**src/rtl/osc_consts.svh**
```systemverilog
// Register offsets, field positions, reset values and timing figures.
`ifndef OSC_CONSTS_SVH
`define OSC_CONSTS_SVH
`define ADR_SYS_CLK_CTRL 8'h00
`define ADR_FAST_RC_CTRL 8'h04
`define ADR_FAST_XT_CTRL 8'h08
`define ADR_SLOW_XT_CTRL 8'h0c
`define ADR_SW_STATUS 8'h10
`define ADR_PIN_SHARE 8'h14
`define DIV_HI 7
`define DIV_LO 5
`define HSEL_BIT 3
`define LSEL_BIT 2
`define FIDLE_BIT 1
`define SIDLE_BIT 0
`define FREQ_HI 3
`define FREQ_LO 2
`define SPEEDUP_BIT 2
`define STABLE_BIT 1
`define EN_BIT 0
`define BUSY_BIT 2
`define DIV_SLOW 3'h7
`define RST_DIV 3'h0
`define RST_FREQ 2'h0
`define RST_FRC_EN 1'h1
`define RST_SPEEDUP 1'h1
`define SRC_FAST_RC 2'h0
`define SRC_FAST_XT 2'h1
`define SRC_SLOW_XT 2'h2
`define SRC_SLOW_RC 2'h3
`define CLK_MHZ 25
`define FAST_RC_START_US 16
`define SLOW_RC_START_US 100
`define FAST_XT_START_US 1000
`define SLOW_XT_SP_START_US 100000
`define SLOW_XT_LP_START_US 1000000
`endif

```
**src/rtl/osc_pkg.sv**
```systemverilog
// Types shared by the oscillator source selection modules.
package osc_pkg;
  typedef logic [1:0] src_t;
  typedef enum logic [2:0] {
    SW_RUN = 3'h1,
    SW_STOP = 3'h2,
    SW_MOVE = 3'h4
  } sw_state_e;
  typedef struct packed {
    sw_state_e state;
    src_t active;
    logic gate;
  } sw_s;
  typedef struct packed {
    logic [2:0] div;
    logic hsel;
    logic lsel;
    logic fidle;
    logic sidle;
    logic [1:0] frc_freq;
    logic frc_en;
    logic fxt_en;
    logic sxt_en;
    logic sxt_sp;
    logic pin_osc;
    logic ack;
    logic [7:0] rdata;
  } regs_s;
endpackage : osc_pkg

```
**src/rtl/osc_sw_if.sv**
```systemverilog
// Request and status signals between the selector and the clock switch.
`timescale 1ns/1ps
interface osc_sw_if;
  osc_pkg::src_t req_src;
  logic req_ok;
  osc_pkg::src_t active;
  logic gate;
  logic busy;
  modport main (output req_src, output req_ok, input active, input gate,
    input busy);
  modport sw (input req_src, input req_ok, output active, output gate,
    output busy);
endinterface : osc_sw_if

```
**src/rtl/osc_startup_timer.sv**
```systemverilog
// Start-up delay counter that raises a stable flag for one oscillator.
`timescale 1ns/1ps
module osc_startup_timer #(
  parameter int unsigned W = 25
) (
  input wire logic clk_i, // System clock.
  input wire logic rst_i, // Synchronous reset, active high.
  input wire logic en_i, // Oscillator enable.
  input wire logic [W-1:0] target_i, // Start-up delay in cycles.
  output logic stable_o // Oscillator usable.
);
  typedef struct packed {
    logic [W-1:0] cnt;
    logic stable;
  } tmr_s;
  tmr_s s_reg, s_next;

  // Once stable the flag holds while enabled, so a longer target that
  // appears later (mode change) cannot pull a running clock away.
  always_comb begin
    s_next = s_reg;
    if (!en_i) begin
      s_next = '0;
    end else if (!s_reg.stable) begin
      if (s_reg.cnt >= target_i) begin
        s_next.stable = 1'h1;
      end else begin
        s_next.cnt = s_reg.cnt + W'(1);
      end
    end
  end

  // State register.
  always_ff @(posedge clk_i) begin
    if (rst_i) begin
      s_reg <= '0;
    end else begin
      s_reg <= s_next;
    end
  end

  assign stable_o = s_reg.stable;
endmodule : osc_startup_timer

```
**src/rtl/osc_clk_switch.sv**
```systemverilog
// Glitch-free hand-over of the system clock between oscillators.
`timescale 1ns/1ps
`include "osc_consts.svh"
module osc_clk_switch (
  input wire logic clk_i, // System clock.
  input wire logic rst_i, // Synchronous reset, active high.
  osc_sw_if.sw sw // Request from and status to the selector.
);
  osc_pkg::sw_s s_reg, s_next;

  // The gate is closed for a full cycle on each side of the source
  // change, so no shortened pulse can reach the clock tree.
  always_comb begin
    s_next = s_reg;
    unique case (s_reg.state)
      osc_pkg::SW_RUN: begin
        if (sw.req_src != s_reg.active && sw.req_ok) begin
          s_next.gate = 1'h0;
          s_next.state = osc_pkg::SW_STOP;
        end
      end
      osc_pkg::SW_STOP: begin
        if (sw.req_ok) begin
          s_next.active = sw.req_src;
          s_next.state = osc_pkg::SW_MOVE;
        end
      end
      osc_pkg::SW_MOVE: begin
        s_next.gate = 1'h1;
        s_next.state = osc_pkg::SW_RUN;
      end
      default: begin
        s_next.gate = 1'h0;
        s_next.state = osc_pkg::SW_STOP;
      end
    endcase
  end

  // State register; the clock stays gated until the first source settles.
  always_ff @(posedge clk_i) begin
    if (rst_i) begin
      s_reg.state <= osc_pkg::SW_STOP;
      s_reg.active <= `SRC_FAST_RC;
      s_reg.gate <= 1'h0;
    end else begin
      s_reg <= s_next;
    end
  end

  assign sw.active = s_reg.active;
  assign sw.gate = s_reg.gate;
  assign sw.busy = (s_reg.state != osc_pkg::SW_RUN);
endmodule : osc_clk_switch

```
**src/rtl/osc_source_select.sv**
```systemverilog
// Oscillator enables, start-up tracking and system clock source selection.
//
// Implementation choices: the placing of the registers and the Wishbone interface to the registers.
`timescale 1ns/1ps
`include "osc_consts.svh"
module osc_source_select #(
  parameter int unsigned CNT_W = 25,
  parameter int unsigned FAST_XT_START_CYC = `FAST_XT_START_US * `CLK_MHZ,
  parameter int unsigned SLOW_XT_SP_START_CYC =
    `SLOW_XT_SP_START_US * `CLK_MHZ,
  parameter int unsigned SLOW_XT_LP_START_CYC =
    `SLOW_XT_LP_START_US * `CLK_MHZ
) (
  input wire logic clk_i, // System clock, 25 MHz.
  input wire logic rst_i, // Synchronous reset, active high.
  input wire logic [7:0] wb_adr_i, // Wishbone byte address.
  input wire logic [31:0] wb_dat_i, // Wishbone write data.
  output logic [31:0] wb_dat_o, // Wishbone read data.
  input wire logic wb_we_i, // Wishbone write enable.
  input wire logic [3:0] wb_sel_i, // Wishbone byte selects.
  input wire logic wb_cyc_i, // Wishbone cycle.
  input wire logic wb_stb_i, // Wishbone strobe.
  output logic wb_ack_o, // Wishbone acknowledge.
  input wire logic halt_i, // CPU halted (sleep or idle).
  output logic [3:0] osc_en_o, // One enable per oscillator.
  output logic [1:0] fast_rc_freq_o, // Fast RC frequency code.
  output logic slow_crystal_speedup_o, // Slow crystal speed-up mode.
  output logic slow_crystal_pins_osc_o, // Crystal pins used by oscillator.
  output logic [1:0] sys_src_o, // Source now driving the system clock.
  output logic sys_clk_gate_o, // System clock allowed to run.
  output logic [2:0] clk_div_sel_o, // System clock divider select.
  output logic fast_periph_en_o, // Fast clock kept for peripherals.
  output logic sub_clk_en_o // Slow clock kept for peripherals.
);
  localparam int unsigned FAST_RC_START_CYC = `FAST_RC_START_US * `CLK_MHZ;
  localparam int unsigned SLOW_RC_START_CYC = `SLOW_RC_START_US * `CLK_MHZ;

  osc_pkg::regs_s r_reg, r_next;
  osc_pkg::src_t req_src;
  logic [3:0] stable;
  logic [3:0][CNT_W-1:0] target;
  logic sxt_locked;
  logic wb_req;
  logic wb_wr;
  logic [7:0] word_adr;
  logic [7:0] rd_mux;

  osc_sw_if sw_if ();

  //////////////////////////////////////////////////////////////////////
  // Source request and oscillator enables.

  // Divider code 7 takes the slow source; every other code a divided
  // fast source, the division itself done by the downstream divider.
  always_comb begin
    if (r_reg.div == `DIV_SLOW) begin
      req_src = r_reg.lsel ? `SRC_SLOW_XT : `SRC_SLOW_RC;
    end else begin
      req_src = r_reg.hsel ? `SRC_FAST_XT : `SRC_FAST_RC;
    end
  end

  assign sw_if.req_src = req_src;
  assign sw_if.req_ok = stable[req_src];

  // The active source is held on even if software drops its enable,
  // since stopping it would freeze the system clock.
  assign osc_en_o[0] = r_reg.frc_en | (sw_if.active == `SRC_FAST_RC);
  assign osc_en_o[1] = r_reg.fxt_en | (sw_if.active == `SRC_FAST_XT);
  assign osc_en_o[2] = r_reg.sxt_en |
                       (sw_if.active == `SRC_SLOW_XT);
  // The slow RC never stops, so timers have a clock during halt.
  assign osc_en_o[3] = 1'h1;

  // Start-up delays; the slow crystal waits longer in low power mode.
  assign target[0] = CNT_W'(FAST_RC_START_CYC);
  assign target[1] = CNT_W'(FAST_XT_START_CYC);
  assign target[2] = r_reg.sxt_sp ? CNT_W'(SLOW_XT_SP_START_CYC)
                                  : CNT_W'(SLOW_XT_LP_START_CYC);
  assign target[3] = CNT_W'(SLOW_RC_START_CYC);

  // One start-up timer per oscillator.
  for (genvar i = 0; i < 4; i++) begin : g_tmr
    osc_startup_timer #(
      .W(CNT_W)
    ) u_tmr (
      .clk_i(clk_i),
      .rst_i(rst_i),
      .en_i(osc_en_o[i]),
      .target_i(target[i]),
      .stable_o(stable[i])
    );
  end

  osc_clk_switch u_sw (
    .clk_i(clk_i),
    .rst_i(rst_i),
    .sw(sw_if.sw)
  );

  // Mode is frozen while the slow crystal is, or is about to be, the
  // system clock.
  assign sxt_locked = (req_src == `SRC_SLOW_XT) |
                      (sw_if.active == `SRC_SLOW_XT);

  //////////////////////////////////////////////////////////////////////
  // Wishbone slave and registers.

  assign word_adr = {wb_adr_i[7:2], 2'h0};
  assign wb_req = wb_cyc_i & wb_stb_i;
  // Writes land on the edge where the master sees ack.
  assign wb_wr = wb_req & wb_we_i & r_reg.ack & wb_sel_i[0];

  // Read mux; unmapped words read zero.
  always_comb begin
    rd_mux = 8'h00;
    unique case (word_adr)
      `ADR_SYS_CLK_CTRL: begin
        rd_mux[`DIV_HI:`DIV_LO] = r_reg.div;
        rd_mux[`HSEL_BIT] = r_reg.hsel;
        rd_mux[`LSEL_BIT] = r_reg.lsel;
        rd_mux[`FIDLE_BIT] = r_reg.fidle;
        rd_mux[`SIDLE_BIT] = r_reg.sidle;
      end
      `ADR_FAST_RC_CTRL: begin
        rd_mux[`FREQ_HI:`FREQ_LO] = r_reg.frc_freq;
        rd_mux[`STABLE_BIT] = stable[0];
        rd_mux[`EN_BIT] = r_reg.frc_en;
      end
      `ADR_FAST_XT_CTRL: begin
        rd_mux[`STABLE_BIT] = stable[1];
        rd_mux[`EN_BIT] = r_reg.fxt_en;
      end
      `ADR_SLOW_XT_CTRL: begin
        rd_mux[`SPEEDUP_BIT] = r_reg.sxt_sp;
        rd_mux[`STABLE_BIT] = stable[2];
        rd_mux[`EN_BIT] = r_reg.sxt_en;
      end
      `ADR_SW_STATUS: begin
        rd_mux[`BUSY_BIT] = sw_if.busy;
        rd_mux[1:0] = sw_if.active;
        rd_mux[3] = stable[3];
      end
      `ADR_PIN_SHARE: begin
        rd_mux[`EN_BIT] = r_reg.pin_osc;
      end
      default: begin
        rd_mux = 8'h00;
      end
    endcase
  end

  // Register updates and bus handshake.
  always_comb begin
    r_next = r_reg;
    r_next.ack = wb_req & ~r_reg.ack;
    if (wb_req & ~r_reg.ack) begin
      r_next.rdata = rd_mux;
    end
    if (wb_wr) begin
      unique case (word_adr)
        `ADR_SYS_CLK_CTRL: begin
          r_next.div = wb_dat_i[`DIV_HI:`DIV_LO];
          r_next.hsel = wb_dat_i[`HSEL_BIT];
          r_next.lsel = wb_dat_i[`LSEL_BIT];
          r_next.fidle = wb_dat_i[`FIDLE_BIT];
          r_next.sidle = wb_dat_i[`SIDLE_BIT];
        end
        `ADR_FAST_RC_CTRL: begin
          r_next.frc_freq = wb_dat_i[`FREQ_HI:`FREQ_LO];
          r_next.frc_en = wb_dat_i[`EN_BIT];
        end
        `ADR_FAST_XT_CTRL: begin
          r_next.fxt_en = wb_dat_i[`EN_BIT];
        end
        `ADR_SLOW_XT_CTRL: begin
          r_next.sxt_en = wb_dat_i[`EN_BIT];
          if (!sxt_locked) begin
            r_next.sxt_sp = wb_dat_i[`SPEEDUP_BIT];
          end
        end
        `ADR_PIN_SHARE: begin
          r_next.pin_osc = wb_dat_i[`EN_BIT];
        end
        default: begin
          // Unmapped words drop the write; ack still stands one cycle.
        end
      endcase
    end
  end

  // Register state; the fast RC runs from reset.
  always_ff @(posedge clk_i) begin
    if (rst_i) begin
      r_reg <= '0;
      r_reg.div <= `RST_DIV;
      r_reg.frc_freq <= `RST_FREQ;
      r_reg.frc_en <= `RST_FRC_EN;
      r_reg.sxt_sp <= `RST_SPEEDUP;
    end else begin
      r_reg <= r_next;
    end
  end

  //////////////////////////////////////////////////////////////////////
  // Outputs.

  assign wb_ack_o = r_reg.ack;
  assign wb_dat_o = {24'h000000, r_reg.rdata};
  assign fast_rc_freq_o = r_reg.frc_freq;
  assign slow_crystal_speedup_o = r_reg.sxt_sp;
  assign slow_crystal_pins_osc_o = r_reg.pin_osc;
  assign sys_src_o = sw_if.active;
  assign clk_div_sel_o = r_reg.div;
  // Halt stops the core clock; the idle bits keep peripheral clocks.
  assign sys_clk_gate_o = sw_if.gate & ~halt_i;
  assign fast_periph_en_o = ~halt_i | r_reg.fidle;
  assign sub_clk_en_o = ~halt_i | r_reg.sidle;
endmodule : osc_source_select

```
**config.mk**
```make
export PLATFORM = sky130hd
export DESIGN_NAME = osc_source_select
export DESIGN_NICKNAME = d
export VERILOG_FILES = /design/src/rtl/osc_pkg.sv /design/src/rtl/osc_sw_if.sv /design/src/rtl/osc_startup_timer.sv /design/src/rtl/osc_clk_switch.sv /design/src/rtl/osc_source_select.sv
export VERILOG_INCLUDE_DIRS = /design/src /design/src/rtl
export SDC_FILE = /design/constraint.sdc
export NUM_CORES = 1
export LEC_CHECK = 0
export BUFFER_PORTS_ARGS = -buffer_cell sky130_fd_sc_hd__buf_2
export CAP_MARGIN = 20
export CORE_UTILIZATION = 59
export CTS_BUF_LIST = sky130_fd_sc_hd__clkbuf_16
export CTS_CLUSTER_SIZE = 20
export DETAILED_ROUTE_END_ITERATION = 10
export PLACE_DENSITY = 0.8
export SYNTH_ARGS = -nofsm -noshare
export SYNTH_HDL_FRONTEND = slang
export SYNTH_HIERARCHICAL = 1
export SYNTH_SLANG_ARGS = --single-unit
```
**constraint.sdc**
```tcl
create_clock -name clk_i -period 2.7 [get_ports clk_i]
set_input_delay 0.135 -clock clk_i [delete_from_list [all_inputs] [get_ports clk_i]]
set_output_delay 0.135 -clock clk_i [all_outputs]
set_load 0.02 [all_outputs]
```
; Word-level counts from Yosys, hierarchy flattened
; Cells that the tools add are included.
[word_totals]
register_bits = 132
elab_cells = 119
in_bits = 50
[classes]
n_reduce_logical = 19
eq_ne = 16
n_addsub = 4
n_bitwise = 27
order_cmp = 5
muxes = 24
[ops]
columns = operator, n
row1 = adder 25 x 1 -> 25 bit (second input constant), 4
row2 = >= comparator 25 x 12 -> 1 bit (second input constant), 1
row3 = >= comparator 25 x 15 -> 1 bit (second input constant), 1
row4 = >= comparator 25 bit, 1
row5 = >= comparator 25 x 9 -> 1 bit (second input constant), 1
row6 = two-way mux 25 bit, 1
row7 = AND reduction 2 bit, 12
row8 = NOT 1 bit, 15
row9 = equality test 6 x 2 -> 1 bit (second input constant), 2
row10 = equality test 6 x 3 -> 1 bit (second input constant), 2
row11 = two-way mux 1 bit, 12
row12 = case mux 3 bit (3 select lines), 1
row13 = logical NOT 8 bit, 1
row14 = AND 1 bit, 6
row15 = equality test 3 bit (second input constant), 2
row16 = equality test 6 x 1 -> 1 bit (second input constant), 1
row17 = two-way mux 3 bit, 2
row18 = OR 1 bit, 6
row19 = case mux 1 bit (3 select lines), 2
row20 = case mux 1 bit (6 select lines), 1
row21 = OR reduction 2 bit, 3
row22 = two-way mux 5 bit, 1
row23 = case mux 1 bit (5 select lines), 1
row24 = equality test 2 bit (second input constant), 2
row25 = other kinds (13), 14

; Longest topological paths before layout
[logic_depth]
ltp_word = 7
mapped_depth = 11
mapped_depth_nobuf = 9

; Hierarchy
; The synthesis kept the hierarchy.
[by_module_without_submodules]
columns = module, n_inst, cells_per_inst, seq_area_each_um2, area_per_inst_um2
row1 = osc_startup_timer at g_tmr[0].u_tmr ..., 3, 244, 520.5, 1891.8
row2 = osc_startup_timer at g_tmr[1].u_tmr, 1, 248, 520.5, 1965.6
row3 = osc_source_select, 1, 175, 440.4, 1487.7
row4 = osc_clk_switch, 1, 29, 120.1, 299.0

; Least setup slack after synthesis
; Ideal clock, no wire load.
[synth_timing]
path_kind = reg-to-reg
startpoint = register r_reg, in the netlist slow_crystal_speedup_o
endpoint = register g_tmr[2].u_tmr/s_reg[21] (netlist name)
slack_ns = 0.141
n_path_buf = 1
required_time_ns = 2.630
arrival_ns = 2.489
path_stages_with_launch = 11
path_cell_list = dfxtp_1 inv_1 inv_1 ha_1 a211oi_1 o21ai_0 a21oi_1 nand4_2 buf_2 or4_1 a21oi_1
[synth_rtl]
columns = item, line
row1 = "start, declared", osc_source_select.sv:38  ; osc_pkg::regs_s r_reg, r_next;
row2 = "start signal, assigned", osc_source_select.sv:201  ; r_reg <= r_next;
row3 = "end signal, assigned", osc_startup_timer.sv:38  ; s_reg <= s_next;
row4 = "end, declared", osc_startup_timer.sv:16  ; tmr_s s_reg, s_next;

; Worst setup path after layout
[layout_timing]
startpoint = register g_tmr[1].u_tmr/s_reg[4] (netlist name)
endpoint = register g_tmr[1].u_tmr/s_reg[16] (netlist name)
[layout_via]
elab_chain_len = 3
[layout_lines]
columns = item, line
row1 = "start, declared", osc_startup_timer.sv:16
row2 = "start signal, assigned", osc_startup_timer.sv:38
row3 = >= comparator 25 x 15 -> 1 bit, osc_startup_timer.sv:25  ; if (s_reg.cnt >= target_i) begin
row4 = NOT 1 bit (no source line), -
row5 = AND reduction 2 bit (no source line), -
; Several ways; a longest one is shown, not always the timed one.
; A chain may end at the register's enable or synchronous reset.

==> flow_summary_export.csv <==
group,metric,value,unit
sta,finalWorstSetupSlack,0.178,ns
logic_synthesis,yosysTopAreaCell,"dfxtp_1",
clock_tree,clk_latency,0.43,ns
global_routing,grt_first_pass_wirelength,36600,microns
critical_path,worstPathArrival,2.87,ns
sta,hold_viol,0,
route,drtPass1Iterations,5,
critical_path,critical-path-top-delay-family,"simple AND/OR/NAND/NOR gates",
placement,dp_slack,0.0594,ns
die,die-area,0.0165,sq mm
logic_synthesis,synth_top_area_share,28.0,%
clock_tree,htree_num_levels,4,
pwr,clockPowerShare,46.8,%
sta,finalCritPeriodShare,93.4,%
hold_path,hp-class,"input port to flop",
logic_synthesis,synthCells,1184,
clock_tree,clockBufferDepth,2,
cells_and_area,final_layout_size_suffix_gt1_share,9.49,%
sta,rsz0062_at_grt,"no",
sta,clock.fmax,0.397,GHz
critical_path,path_cells,"ha_1 > a21oi_1 > a21boi_1 > o211ai_1 > and3b_1 > or4b_1 > a21oi_1",
clock_tree,path_clk_slew,0.05,ns
cells_and_area,largest_reg_flops,100,
sta,min_period,2.52,ns
clock_tree,tritoncts,"built",
logic_synthesis,syn_area,0.00943,sq mm
clock_tree,cts_buffers,17,
die,die_h,128,microns
route,vias,8760,
clock_tree,root_buffer,"clkbuf_16",
sta,tightest_slew,0.677,ns
route,routedWlPerCell,14.2,microns
pwr,pwr-share-seq,47.0,%
sta,max-slew-margin-rel,54.9,%
pwr,swShare,24.2,%
logic_synthesis,synth_flop_cell,"dfxtp_1",
logic_synthesis,synth_area_leaders,"dfxtp_1, ha_1, a21oi_1",
placement,hpwlAfterDp,15300,microns
critical_path,cpPeakStageDelay,0.52,ns
route,ant_nets,0,
global_routing,grt_pass1_vias,8016,
critical_path,cp_common_cell,"a21oi_1",
sta,final-setup-viol-count,0,
critical_path,critPathKind,"flop to flop",
route,routed_wl,21600,microns
critical_path,crit_buf_inv,0,
logic_synthesis,yosysWarningCount,6,
critical_path,end_kind,"flop",
status,status,"finished, final reports clean",
critical_path,cp-start-kind,"flop",
global_routing,grt_use_total,27.4,%
critical_path,crit_fanout,14,
global_routing,overflow,0,
sta,maxSlewViolCount,0,
die,core_area,0.0154,sq mm
logic_synthesis,netlist_top_cells_count,"a21oi_1, dfxtp_1, inv_1",
critical_path,cp.required,3.05,ns
logic_synthesis,syn_avg_cell_area,7.96,sq um
flow_run,maxCapViolations,0,
pwr,ir_drop,457,uV
logic_synthesis,ys_async_sr_fraction,0,%
critical_path,critPathSlowestCell,"and3b_1",
pwr,p_sw,1.01,mW
logic_synthesis,netlist-cell-type-count,66,
global_routing,antenna_found_initial,1,
placement,io_buffers,42,
die,initial_core_util,61.3,%
route,route.detailed.drc,0,
placement,gp_congestion,0.844,
logic_synthesis,seq_area_frac_synth,28.0,%
sta,worst_clock_skew,0.00777,ns
route,viasPerCell,5.77,
cells_and_area,syn_to_final_growth,11.4,%
pwr,totalPowerFinal,4.18,mW
logic_synthesis,synth.most_common_cell,"a21oi_1",
route,drt_iter0_drc,421,
global_routing,grt_max_degree,39,
logic_synthesis,synth_edf_count,0,
pwr,p_int,3.17,mW
die,io_pins,99,
pwr,p_per_area,398,mW/mm^2
cells_and_area,final_nets,1447,
sta,tns,0,ns
pwr,combPwrFrac,6.3,%
pwr,p_leak,4.30,nW
clock_tree,clock_sinks,132,
logic_synthesis,ys_ff_latch,132,
die,die_w,128,microns
die,fp-row-count,45,
## worst paths after layout
kind                              end                    start  slack, ns  cells after the start
min                         r_reg[11]              wb_dat_i[0]       0.03                      3
min reg2reg               wb_dat_o[7]              wb_dat_o[7]       0.46                      2
max reg2reg  g_tmr[1].u_tmr/s_reg[16]  g_tmr[1].u_tmr/s_reg[4]       0.18                      7
max          g_tmr[1].u_tmr/s_reg[16]  g_tmr[1].u_tmr/s_reg[4]       0.18                      7
## worst reg2reg max path, delay by kind of cell (launching register included)
family                   cells  cell delay [ns]
AO/OA/AOI/OAI                4             0.74
adder cells (fa/ha/maj)      1             0.34
flip-flops                   1             0.37
AND/OR/NAND/NOR              2             1.01
## timing repair
action                                  4_1_cts  5_1_grt
buffers inserted                              0        0
endpoints found under the setup margin        0       25
hold endpoints to repair                      7        0
gates resized for setup                       0        4
hold buffers                                  6        0
## metal layers
metal | wire [microns] | track usage (%) | up-vias
met5 | 0 | 0 | -
met1 | 9240 | 32.7 | 4052
met4 | 598 | 11.1 | 0
met3 | 1330 | 6.36 | 49
met2 | 10500 | 47.4 | 239
li1 | - | - | 4420
## layout make-up
type	instances	area (sq um)
multi-input cells	949	6230
fillers	1326	4870
flip-flops and latches	132	2640
inverters	128	480
clock buffers	17	425
repair buffers	65	398
well taps	211	264
clock inverters	15	62.6
diodes	1	2.50
## power by group through the flow
stage / Clock, mW / Sequential, mW / Combinational (mW)
2_1_floorplan: 0 / 2.00 / 0.218
3_3_place_gp: 0 / 2.00 / 0.237
3_5_place_dp: 0 / 2.00 / 0.246
4_1_cts: 1.99 / 1.96 / 0.254
5_1_grt: 2.08 / 1.96 / 0.303
6_report: 1.95 / 1.96 / 0.261
## cells in the final DEF, fill, tap and decap left out, types with 49 or more instances in the layout
cell,count
or4_1,49
inv_1,134
nor2_1,54
a21oi_1,148
o21ai_0,54
conb_1,113
ha_1,104
dfxtp_1,132
o31ai_1,50
nand2_1,88
## cells by family after synthesis
| logic type | Yosys count | synth area share (%) |
|---|---|---|
| compound gates | 305 | 19.5 |
| flops | 132 | 28.0 |
| other cells | 2 | 0.0797 |
| xor+xnor | 5 | 0.464 |
| fa+ha+maj | 104 | 13.8 |
| simple gates | 398 | 25.0 |
| mux | 24 | 2.59 |
| buf+inv | 214 | 10.5 |
## stage by stage
stage	instance area, sq um	hold WS (ns)	util, %	instances
finish	10500	0.0282	68.3	1518
global route	10500	0.0412	68.3	1517
CTS	10500	0.0220	68.2	1517
detailed placement	9940	0.374	64.7	1479
global placement	9940	0.368	64.7	1479
floorplan	9840	0.207	-	1295
Note: power is estimated with default switching activity, not from simulation.
